File: config.mk
export PLATFORM = sky130hd
export DESIGN_NAME = clock_select_top
export DESIGN_NICKNAME = d
export VERILOG_FILES = /design/src/logic/clock_select_pkg.sv /design/src/logic/tick_delay.sv /design/src/logic/trim_span.sv /design/src/logic/clock_select_top.sv
export SDC_FILE = /design/constraint.sdc
export NUM_CORES = 1
export LEC_CHECK = 0
export ABC_AREA = 0
export BUFFER_PORTS_ARGS = -buffer_cell sky130_fd_sc_hd__buf_2
export CORE_AREA = 5 5 151 109
export CTS_CLUSTER_SIZE = 10
export DETAILED_ROUTE_END_ITERATION = 16
export DIE_AREA = 0 0 156 114
export GPL_ROUTABILITY_DRIVEN = 0
export GPL_TIMING_DRIVEN = 0
export PLACE_DENSITY_LB_ADDON = 0.08
export SYNTH_ARGS = -nofsm -noshare
export SYNTH_HDL_FRONTEND = slang
export SYNTH_SLANG_ARGS = --single-unit
File: constraint.sdc
create_clock -name clk_sys -period 8.2 [get_ports clk_sys]
set_input_delay 0.82 -clock clk_sys [delete_from_list [all_inputs] [get_ports clk_sys]]
set_output_delay 0.82 -clock clk_sys [all_outputs]
set_load 0.03 [all_outputs]
File: src/logic/clock_select_pkg.sv
// constants, states and carriers for the system clock select and rc trim
package clock_select_pkg;

  // ----------------------------------------------------------------
  // clock and register map
  // ----------------------------------------------------------------
  localparam int CLK_PERIOD_NS = 10;
  localparam logic [3:0] ADDR_TRIM = 4'h0;
  localparam logic [3:0] ADDR_STATUS = 4'h4;
  localparam logic [3:0] ADDR_SPAN = 4'h8;

  // ----------------------------------------------------------------
  // fuse encodings and shipped values
  // ----------------------------------------------------------------
  localparam logic [3:0] SRC_EXT = 4'h0;
  localparam logic [3:0] SRC_RC_1M = 4'h1;
  localparam logic [3:0] SRC_RC_2M = 4'h2;
  localparam logic [3:0] SRC_RC_4M = 4'h3;
  localparam logic [3:0] SRC_RC_8M = 4'h4;
  localparam logic [1:0] SUT_NONE = 2'h0;
  localparam logic [1:0] SUT_SHORT = 2'h1;
  localparam logic [1:0] SUT_LONG = 2'h2;
  localparam logic [1:0] SUT_RSVD = 2'h3;
  localparam logic [3:0] SHIP_SRC = SRC_RC_1M;
  localparam logic [1:0] SHIP_SUT = SUT_LONG;
  localparam logic SHIP_OPT = 1'b1;

  // ----------------------------------------------------------------
  // reset values, trim and signature row
  // ----------------------------------------------------------------
  localparam logic [7:0] SIG_CAL_ADDR = 8'h00;
  localparam logic [7:0] TRIM_RESET = 8'h00;
  localparam logic [7:0] TRIM_MID = 8'h7f;
  localparam logic [7:0] SPAN_MIN_BASE = 8'h32;
  localparam logic [7:0] SPAN_MAX_BASE = 8'h64;

  // ----------------------------------------------------------------
  // timing
  // ----------------------------------------------------------------
  localparam logic [2:0] WAKE_CYCLES = 3'h6;
  localparam int T_RST_SHORT_US = 4100;
  localparam int T_RST_LONG_US = 65000;
  localparam int WDT_TICK_NS = 1000;
  localparam int RST_SHORT_TICKS = T_RST_SHORT_US * 1000 / WDT_TICK_NS;
  localparam int RST_LONG_TICKS = T_RST_LONG_US * 1000 / WDT_TICK_NS;
  localparam int DLY_W = 17;

  // ----------------------------------------------------------------
  // status word bit positions
  // ----------------------------------------------------------------
  localparam int ST_RC_BIT = 6;
  localparam int ST_EXT_BIT = 7;
  localparam int ST_READY_BIT = 8;
  localparam int ST_RSVD_BIT = 9;
  localparam int ST_DLY_BIT = 10;
  localparam int ST_OPT_BIT = 11;

  typedef enum logic [2:0] {
    ST_LOAD_REQ = 3'b000,
    ST_LOAD_WAIT = 3'b001,
    ST_RST_DELAY = 3'b011,
    ST_RUN = 3'b010,
    ST_WAKE = 3'b110
  } state_e;

  typedef struct packed {
    logic read;
    logic write;
    logic [3:0] address;
    logic [31:0] writedata;
    logic [3:0] byteenable;
  } avl_req_s;

  typedef struct packed {
    logic [3:0] src;
    logic [1:0] startup_time_fuses;
    logic opt;
  } fuse_s;

  typedef struct packed {
    logic busy;
    logic [DLY_W-1:0] rem;
    logic done;
  } dly_state_s;

  typedef struct packed {
    state_e state;
    logic [7:0] trim;
    fuse_s fuse;
    logic rc_sel;
    logic ext_sel;
    logic [3:0] nominal_mhz;
    logic pins_free;
    logic nvm_rc;
    logic clk_ready;
    logic dly_start;
    logic [2:0] wake_cnt;
    logic sig_rd;
    logic waitreq;
    logic [31:0] rdata;
  } top_state_s;

endpackage : clock_select_pkg

File: src/logic/tick_delay.sv
// reset delay counter advanced by watchdog oscillator ticks
`timescale 1ns/1ps
`default_nettype none
module tick_delay
  import clock_select_pkg::*;
(
  input wire logic clk_sys,
  input wire logic sys_rst,
  input wire logic clk_en,
  input wire logic start,
  input wire logic tick,
  input wire logic [DLY_W-1:0] limit,
  output logic busy,
  output logic done
);
  dly_state_s q, d;

  always_comb begin
    d = q;
    d.done = 1'b0;
    if (start) begin
      d.busy = 1'b1;
      d.rem = limit;
    end else if (q.busy) begin
      if (q.rem == '0) begin
        d.busy = 1'b0;
        d.done = 1'b1;
      end else if (tick) begin
        d.rem = q.rem - 1'b1;
      end
    end
  end

  always_ff @(posedge clk_sys) begin
    if (sys_rst) begin
      q <= '0;
    end else if (clk_en) begin
      q <= d;
    end
  end

  assign busy = q.busy;
  assign done = q.done;
endmodule : tick_delay
`default_nettype wire

File: src/logic/trim_span.sv
// percent of nominal frequency reached at a trim value, given the base
`timescale 1ns/1ps
`default_nettype none
module trim_span
  import clock_select_pkg::*;
#(
  parameter logic [7:0] BASE = SPAN_MIN_BASE
) (
  input wire logic [7:0] trim,
  output logic [7:0] pct
);
  logic [15:0] step;
  logic [15:0] sum;

  // two linear pieces meeting at the midpoint code
  always_comb begin
    step = 16'h0;
    sum = 16'h0;
    if (trim <= TRIM_MID) begin
      step = 16'(trim) * 16'(BASE >> 1) / 16'(TRIM_MID);
      sum = 16'(BASE) + step;
    end else begin
      step = 16'(trim - TRIM_MID) * 16'(BASE >> 1) / 16'h80;
      sum = 16'(BASE) + 16'(BASE >> 1) + step;
    end
    pct = sum[7:0];
  end
endmodule : trim_span
`default_nettype wire

File: src/logic/clock_select_top.sv
// system clock source select, start-up timing and rc trim register
// ----------------------------------------------------------------
// Operation
// - rc source on select codes 1..4
// - shipped fuses: 1 MHz rc, slow power
// - reset copies factory trim byte automatically
// - trim byte from signature row high byte
// - rc start-up: six cycles, reset delay options
// - reset delay counted on watchdog oscillator
// - frequency rises with trim value
// - trim 00/7f/ff span table of percents
// - nvm timing follows calibrated rc oscillator when rc selected
// - oscillator pins free when rc selected
// - external clock on select code 0000
// - external start-up: six cycles, reset delay
// ----------------------------------------------------------------
`timescale 1ns/1ps
`default_nettype none
module clock_select_top
  import clock_select_pkg::*;
#(
  parameter int RST_SHORT_CNT = RST_SHORT_TICKS,
  parameter int RST_LONG_CNT = RST_LONG_TICKS
) (
  input wire logic clk_sys,
  input wire logic sys_rst,
  input wire logic clk_en,
  input wire avl_req_s avl_req,
  output logic avl_waitrequest,
  output logic [31:0] avl_readdata,
  input wire fuse_s fuses,
  input wire logic fuses_blank,
  input wire logic wdt_tick,
  input wire logic wake_req,
  output logic sig_rd,
  output logic [7:0] sig_addr,
  input wire logic sig_rvalid,
  input wire logic [15:0] sig_rdata,
  output logic [7:0] rc_trim,
  output logic rc_select,
  output logic ext_clk_select,
  output logic [3:0] nominal_mhz,
  output logic osc_pins_free,
  output logic nvm_timing_rc,
  output logic clk_ready
);

  // ----------------------------------------------------------------
  // state and helpers
  // ----------------------------------------------------------------
  top_state_s q, d;
  fuse_s fuse_eff;
  logic [DLY_W-1:0] dly_limit;
  logic dly_busy;
  logic dly_done;
  logic [7:0] span_min;
  logic [7:0] span_max;
  logic loading;
  logic bus_req;
  logic [31:0] status_word;

  assign loading = (q.state == ST_LOAD_REQ) || (q.state == ST_LOAD_WAIT);
  assign bus_req = avl_req.read || avl_req.write;

  // blank fuse array reads as the shipped setting
  assign fuse_eff = fuses_blank ? fuse_s'({SHIP_SRC, SHIP_SUT, SHIP_OPT})
                                : fuses;

  // extra reset delay per start-up code, reserved gives none
  always_comb begin
    unique case (q.fuse.startup_time_fuses)
      SUT_SHORT: dly_limit = DLY_W'(RST_SHORT_CNT);
      SUT_LONG: dly_limit = DLY_W'(RST_LONG_CNT);
      SUT_NONE, SUT_RSVD: dly_limit = '0;
    endcase
  end

  // ----------------------------------------------------------------
  // reset delay on watchdog ticks and trim span estimate
  // ----------------------------------------------------------------
  tick_delay u_rst_delay (
    .clk_sys(clk_sys),
    .sys_rst(sys_rst),
    .clk_en(clk_en),
    .start(q.dly_start),
    .tick(wdt_tick),
    .limit(dly_limit),
    .busy(dly_busy),
    .done(dly_done)
  );

  trim_span #(.BASE(SPAN_MIN_BASE)) u_span_min (
    .trim(q.trim),
    .pct(span_min)
  );

  trim_span #(.BASE(SPAN_MAX_BASE)) u_span_max (
    .trim(q.trim),
    .pct(span_max)
  );

  always_comb begin
    status_word = 32'h0;
    status_word[3:0] = q.fuse.src;
    status_word[5:4] = q.fuse.startup_time_fuses;
    status_word[ST_RC_BIT] = q.rc_sel;
    status_word[ST_EXT_BIT] = q.ext_sel;
    status_word[ST_READY_BIT] = q.clk_ready;
    status_word[ST_RSVD_BIT] = (q.fuse.startup_time_fuses == SUT_RSVD);
    status_word[ST_DLY_BIT] = dly_busy;
    status_word[ST_OPT_BIT] = q.rc_sel && !q.fuse.opt;
  end

  // ----------------------------------------------------------------
  // next state
  // ----------------------------------------------------------------
  always_comb begin
    d = q;
    d.dly_start = 1'b0;

    unique case (q.state)
      ST_LOAD_REQ: begin
        d.fuse = fuse_eff;
        d.sig_rd = 1'b1;
        d.state = ST_LOAD_WAIT;
      end
      ST_LOAD_WAIT: begin
        if (sig_rvalid) begin
          d.trim = sig_rdata[15:8];
          d.sig_rd = 1'b0;
          d.dly_start = 1'b1;
          d.state = ST_RST_DELAY;
        end
      end
      ST_RST_DELAY: begin
        if (dly_done) begin
          d.clk_ready = 1'b1;
          d.state = ST_RUN;
        end
      end
      ST_RUN: begin
        if (wake_req) begin
          d.clk_ready = 1'b0;
          d.wake_cnt = 3'h0;
          d.state = ST_WAKE;
        end
      end
      ST_WAKE: begin
        d.wake_cnt = q.wake_cnt + 3'h1;
        if (q.wake_cnt == WAKE_CYCLES - 3'h1) begin
          d.clk_ready = 1'b1;
          d.state = ST_RUN;
        end
      end
      default: begin
        d.state = ST_LOAD_REQ;
      end
    endcase

    // source decode from the latched fuses
    d.rc_sel = (q.fuse.src >= SRC_RC_1M) && (q.fuse.src <= SRC_RC_8M);
    d.ext_sel = (q.fuse.src == SRC_EXT);
    d.pins_free = d.rc_sel;
    d.nvm_rc = d.rc_sel;
    unique case (q.fuse.src)
      SRC_RC_1M: d.nominal_mhz = 4'h1;
      SRC_RC_2M: d.nominal_mhz = 4'h2;
      SRC_RC_4M: d.nominal_mhz = 4'h4;
      SRC_RC_8M: d.nominal_mhz = 4'h8;
      default: d.nominal_mhz = 4'h0;
    endcase

    // bus slave: answer one cycle after the request is seen
    if (!q.waitreq) begin
      d.waitreq = 1'b1;
      if (avl_req.write && avl_req.address == ADDR_TRIM &&
          avl_req.byteenable[0]) begin
        d.trim = avl_req.writedata[7:0];
      end
    end else if (bus_req && !loading) begin
      d.waitreq = 1'b0;
      d.rdata = 32'h0;
      if (avl_req.read) begin
        unique case (avl_req.address)
          ADDR_TRIM: d.rdata = {24'h0, q.trim};
          ADDR_STATUS: d.rdata = status_word;
          ADDR_SPAN: d.rdata = {16'h0, span_max, span_min};
          default: d.rdata = 32'h0;
        endcase
      end
    end
  end

  // ----------------------------------------------------------------
  // state register
  // ----------------------------------------------------------------
  always_ff @(posedge clk_sys) begin
    if (sys_rst) begin
      q <= '0;
      q.state <= ST_LOAD_REQ;
      q.trim <= TRIM_RESET;
      q.fuse <= fuse_s'({SHIP_SRC, SHIP_SUT, SHIP_OPT});
      q.waitreq <= 1'b1;
    end else if (clk_en) begin
      q <= d;
    end
  end

  // ----------------------------------------------------------------
  // outputs
  // ----------------------------------------------------------------
  assign avl_waitrequest = q.waitreq;
  assign avl_readdata = q.rdata;
  assign sig_rd = q.sig_rd;
  assign sig_addr = SIG_CAL_ADDR;
  assign rc_trim = q.trim;
  assign rc_select = q.rc_sel;
  assign ext_clk_select = q.ext_sel;
  assign nominal_mhz = q.nominal_mhz;
  assign osc_pins_free = q.pins_free;
  assign nvm_timing_rc = q.nvm_rc;
  assign clk_ready = q.clk_ready;
endmodule : clock_select_top
`default_nettype wire

### After elaboration in Yosys (flattened, before gate mapping)

Index checks and enable logic that the tools add are counted.

* logic and storage cells: 113
* input port bits: 72
* output and inout port bits: 59
* bits in registers: 82

* mux-type cells: 34
* $add $sub $neg: 7
* equal/unequal tests: 19
* reduce and logical (&&, ||, !) cells: 27
* order comparisons: 3
* div/mod/pow operators: 2
* multipliers: 4

Operators by type and width (count)
* $pmux W17 S3: 1
* $pmux W16 S3: 1
* $mux W8: 5
* $mux W17: 2
* $mux W33: 1
* $mux W32: 1
* $mul A8 B5 Y13 const B: 2
* $mux W19: 1
* $mux W18: 1
* $logic_not A17 Y1: 1
* $sub A17 B1 Y17 const B: 1
* $add A7 B8 Y8 const A: 2
* $div A13 B7 Y16 const B: 1
* $div A14 B7 Y16 const B: 1
* $mul A16 B5 Y14 const B: 1
* $mul A16 B5 Y15 const B: 1
* $pmux W4 S4: 1
* $pmux W3 S5: 1
* $mux W3: 4
* $mux W11: 1
* $mux W1: 10
* $reduce_and A5 Y1: 2
* $reduce_and A3 Y1: 3
* $sub A8 B7 Y9 const B: 1
* other kinds (32): 50

### Logic depth before layout (Yosys ltp)

* depth after elaboration: 8
* depth in mapped cells: 34

### Modules after synthesis

A second synthesis with hierarchy kept.

* cell total of the unflattened synthesis: 1457
* area, all modules: 11310.8 sq um

By module, submodules not included
* trim_span (u_span_min): cells an instance 567, area each 4205.3 sq um, instances 1
* trim_span (u_span_max): cells an instance 426, area each 3228.1 sq um, instances 1
* clock_select_top: cells an instance 307, area each 2677.6 sq um, instances 1
* tick_delay: cells an instance 157, area each 1199.9 sq um, instances 1

### Worst setup path after synthesis

No wires, ideal clock.

* path type: register to register
* start: register, netlist name rc_trim[2]
* end: register q (netlist bit avl_readdata[5])
* cell stages (with the launch flop): 32
* slack: 1.277 ns
* clock period less this slack: 6.923 ns
* data arrival time: 6.795 ns
* cell sequence: dfxtp_1 -> clkbuf_1 -> inv_1 -> ha_1 -> ha_1 -> ha_1 -> ha_1 -> a211oi_4 -> o211a_1 -> o211ai_2 -> nor4_4 -> mux2i_2 -> mux2i_1 -> nor4b_2 -> o2111a_1 -> o21ai_4 -> o31ai_4 -> o21ai_1 -> ha_1 -> inv_1 -> nor3_1 -> nand3_1 -> o211ai_2 -> a31o_4 -> ha_1 -> a21oi_1 -> xor2_1 -> nand2_1 -> a222oi_1 -> nor2_1 -> a21oi_1 -> nor2_1

* longest elaborated chain between the ends: 6
* elaborated cells between the ends (all ways): 10
* classes of those cells: 3 x add/sub; 2 x mul; 1 x div; 1 x order compare; 3 x mux

RTL lines
* $mul A8 B5 Y13 or $sub A8 B7 Y9 (tied branches): RTL line trim_span.sv:20, trim_span.sv:23
* $div A13 B7 Y16 or $mul A16 B5 Y15 (tied branches): RTL line trim_span.sv:20, trim_span.sv:23
* $add A6 B8 Y8 or $add A7 B8 Y8 (tied branches): RTL line trim_span.sv:21, trim_span.sv:24
* $mux W8 *: RTL line trim_span.sv:19 `if (trim <= TRIM_MID) begin`
* $pmux W16 S3 *: RTL line clock_select_top.sv:184 `unique case (avl_req.address)`
* $mux W32 *: RTL line clock_select_top.sv:183 `if (avl_req.read) begin`
* end, declared: RTL line clock_select_top.sv:51 `top_state_s q, d;`

Mark *: on every way between the ends. The rest lies on a longest branch, timed or not.
A chain may end at the register's enable or synchronous reset.

### Final worst setup path

* start: register, netlist name rc_trim[3]
* end: register q (netlist bit avl_readdata[5])

* longest elaborated chain between the ends: 6
* elaborated cells between the ends (all ways): 10
* classes of those cells: 3 x add/sub; 2 x mul; 1 x div; 1 x order compare; 3 x mux

RTL lines (RTL line)
* $mul A8 B5 Y13 or $sub A8 B7 Y9 (tied branches): trim_span.sv:20, trim_span.sv:23
* $div A13 B7 Y16 or $mul A16 B5 Y15 (tied branches): trim_span.sv:20, trim_span.sv:23
* $add A6 B8 Y8 or $add A7 B8 Y8 (tied branches): trim_span.sv:21, trim_span.sv:24
* $mux W8 *: trim_span.sv:19
* $pmux W16 S3 *: clock_select_top.sv:184
* $mux W32 *: clock_select_top.sv:183

Marked as above.

==> run metrics <==
fin crit period=7.724 ns; die width=156 µm; synth top area cells=dfxtp_1 (18%), ha_1 (12%), buf_4 (5.6%); Hold WC Path Type=flop to flop; Clock Skews=0.007031 ns; Worst EP arrival=7.93 ns; Detailed Route WL=21240 µm; Syn-to-layout area delta=15.47%; Leakage=3.657 nW; Overflow after GRT=0; clk slew on worst S/H paths=0.05 ns; DRC=0; routed length on met3=1919 µm; CTS HTree Levels=3; crit-path max FO=8; Ports=131; Max Used Layer=met4; Vias=7296; Worst path slowest cell=nor4_1; share of cells above drive strength 1=18.31%; Post-DP HPWL=16980 µm; internal reg-to-reg setup slack=0.48 ns; num rows=38; maximum vdd drop=0.0001242 V; Max stage delay on crit path=0.73 ns; post-synthesis cell type count=87; ant diodes=0; clock buffer depth=2; final worst path period share=94.19%; vias in the first global route=6548; Cells after Synth=961; Seq cells post-synth=66; CTS Root Cell=clkbuf_16; first-pass GRT wire length=34580 µm; Synth Flop Type=dfxtp_1; Most common cell on crit path=ha_1; CTS tree=yes; Yosys warnings=0; sum of negative setup slack=0 ns; hold slack=0.4597 ns; Antenna Nets Post-Route=0; Rel. slew slack=41.24%; first-pass iteration count of the detailed router=6; Clock Sinks=66; CP startpoint kind=flop; Reg area=1323 µm²; footprint of the multi-input gates=5381 µm²; critical path required time=8.40 ns; TritonCTS buffer count=9; fmax=129.5 MHz; final hold vios=0; total core area=15070 µm²; final net count=1221; max cap viols=0; post-DR wirelength/cell=16.65 µm; number of port buffers=69; met2 WL=7902 µm; Final Max Tran Viols=0; Setup-failing EPs final=0; Die Area=17780 µm²; Seq/Total Area, Yosys=18.19%; starting DRC count in detailed routing=633; status=finished clean; Die Y=114 µm; GRT Total Usage=23.83%; Vias/cell=5.718; largest net degree at the start of global routing=11; WL met1=11280 µm; Worst setup EP type=flop; Post-synth EDFFs=0; fillcell total=1459; clk_lat worst skew=0.33 ns; power per cell area=118.7 nW/µm²; actual slew at the worst max-slew pin=0.8736 ns; Async S/R FF share, synth=0%; Netlist Area Pre-Place=7264 µm²; Synth area leader=dfxtp_1; critical path class=flop to flop; initial antenna violation count=0; Avg Inst Size Synth=7.559 µm²; Yosys top cell area share=18.19%; initial core utilization=48.20%
-- cells in the mapped netlist (9+ instances only) --
cell      number
nor2_1        99
nand2_1       73
a21oi_1       69
ha_1          67
dfxtp_1       66
buf_4         54
inv_1         52
o21ai_0       51
clkbuf_1      32
xnor2_1       32
nor3_1        31
nand3_1       30
a22oi_1       15
nand2b_1      15
a211oi_1      12
o211ai_1      12
o21ai_1       12
xor2_1        12
nand4_1       11
fa_1          10
nor4_1        10
a31oi_1        9
mux2i_1        9
nor2b_1        9
o21a_1         9
-- worst max-delay path: cells and delay by family (launching register included) --
kind | cells | cell delay [ns]
compound gates | 11 | 2.45
xor+xnor | 2 | 0.27
fa+ha+maj | 6 | 1.80
buf+inv | 5 | 0.61
flops | 1 | 0.62
simple gates | 9 | 1.83
-- metrics by stage --
step	std cells	util, %	area [µm²]	power (W)	setup slack, ns
detailed placement	1254	52.81	7960	0.0006395	-0.03276
floorplan	984	-	7351	0.0005674	1.277
global route	1276	55.65	8388	0.001050	-0.01179
CTS	1269	54.67	8240	0.0009894	0.05431
global placement	1253	52.72	7946	0.0006374	-0.01041
finish	1276	55.65	8388	0.0009959	0.4763
-- routing by layer --
metal / vias to the layer above / GRT usage (%)
met1: 3369 / 39.83
met2: 294 / 31.31
met3: 12 / 4.778
met5: - / 0
met4: 0 / 2.741
li1: 3621 / -
-- cells in the final DEF, fill, tap and decap left out, drive strengths merged, types with 13 or more instances in the layout --
cell / n
nand3: 30
nor2: 101
xnor2: 33
o21ai: 66
nand2b: 15
inv: 52
clkbuf: 43
nor3: 34
conb: 24
xor2: 13
nor4: 15
dfxtp: 66
a21oi: 70
nand2: 73
buf: 139
a22oi: 15
o211ai: 15
a211oi: 13
ha: 67
-- sequential cells by signal, summed over array words and instances (netlist names), 4 cells and up --
register / cells
q: 14
u_rst_delay.q: 17
avl_readdata: 16
rc_trim: 8
nominal_mhz: 4
-- area by class of cell --
type | instances | area share (%)
buffer | 93 | 6.698
clock buffer | 12 | 3.058
multi-input combinational | 773 | 64.16
tap | 200 | 2.983
inverter | 52 | 2.327
timing repair buffer | 77 | 4.833
sequential | 66 | 15.77
clock inverter | 3 | 0.1790
-- power by group --
group | switching (W) | internal (W)
Sequential | 0.0000102 | 0.000327
Combinational | 0.000195 | 0.000114
Clock | 0.000131 | 0.000218
-- final timing paths --
kind | startpoint | to | cells after the start
worst min-delay path | avl_readdata[14] | avl_readdata[14] | 2
worst max register to register | rc_trim[3] | avl_readdata[5] | 33
worst max-delay path | rc_trim[3] | avl_readdata[5] | 33
worst min register to register | avl_readdata[14] | avl_readdata[14] | 2
-- repair_timing --
item                       in CTS  in global routing
resized for setup               1                 21
buffers inserted                0                  7
hold buffers                    0                  0
setup endpoints to repair       1                  4
pin swaps                       0                  5
-- kinds of logic (layout without fill, tap and decap cells) --
kind of cell | Yosys count | in the layout | share of synthesized area [%]
multiplexers | 13 | 13 | 1.929
AND/OR/NAND/NOR | 343 | 343 | 24.08
buffers and inverters | 145 | 237 | 10.35
other | 1 | 24 | 0.05162
flip-flops | 66 | 66 | 18.19
XOR/XNOR | 47 | 47 | 6.063
adder cells (fa/ha/maj) | 77 | 77 | 14.30
AO/OA/AOI/OAI | 269 | 269 | 25.04
Note: power is estimated with default switching activity, not from simulation.
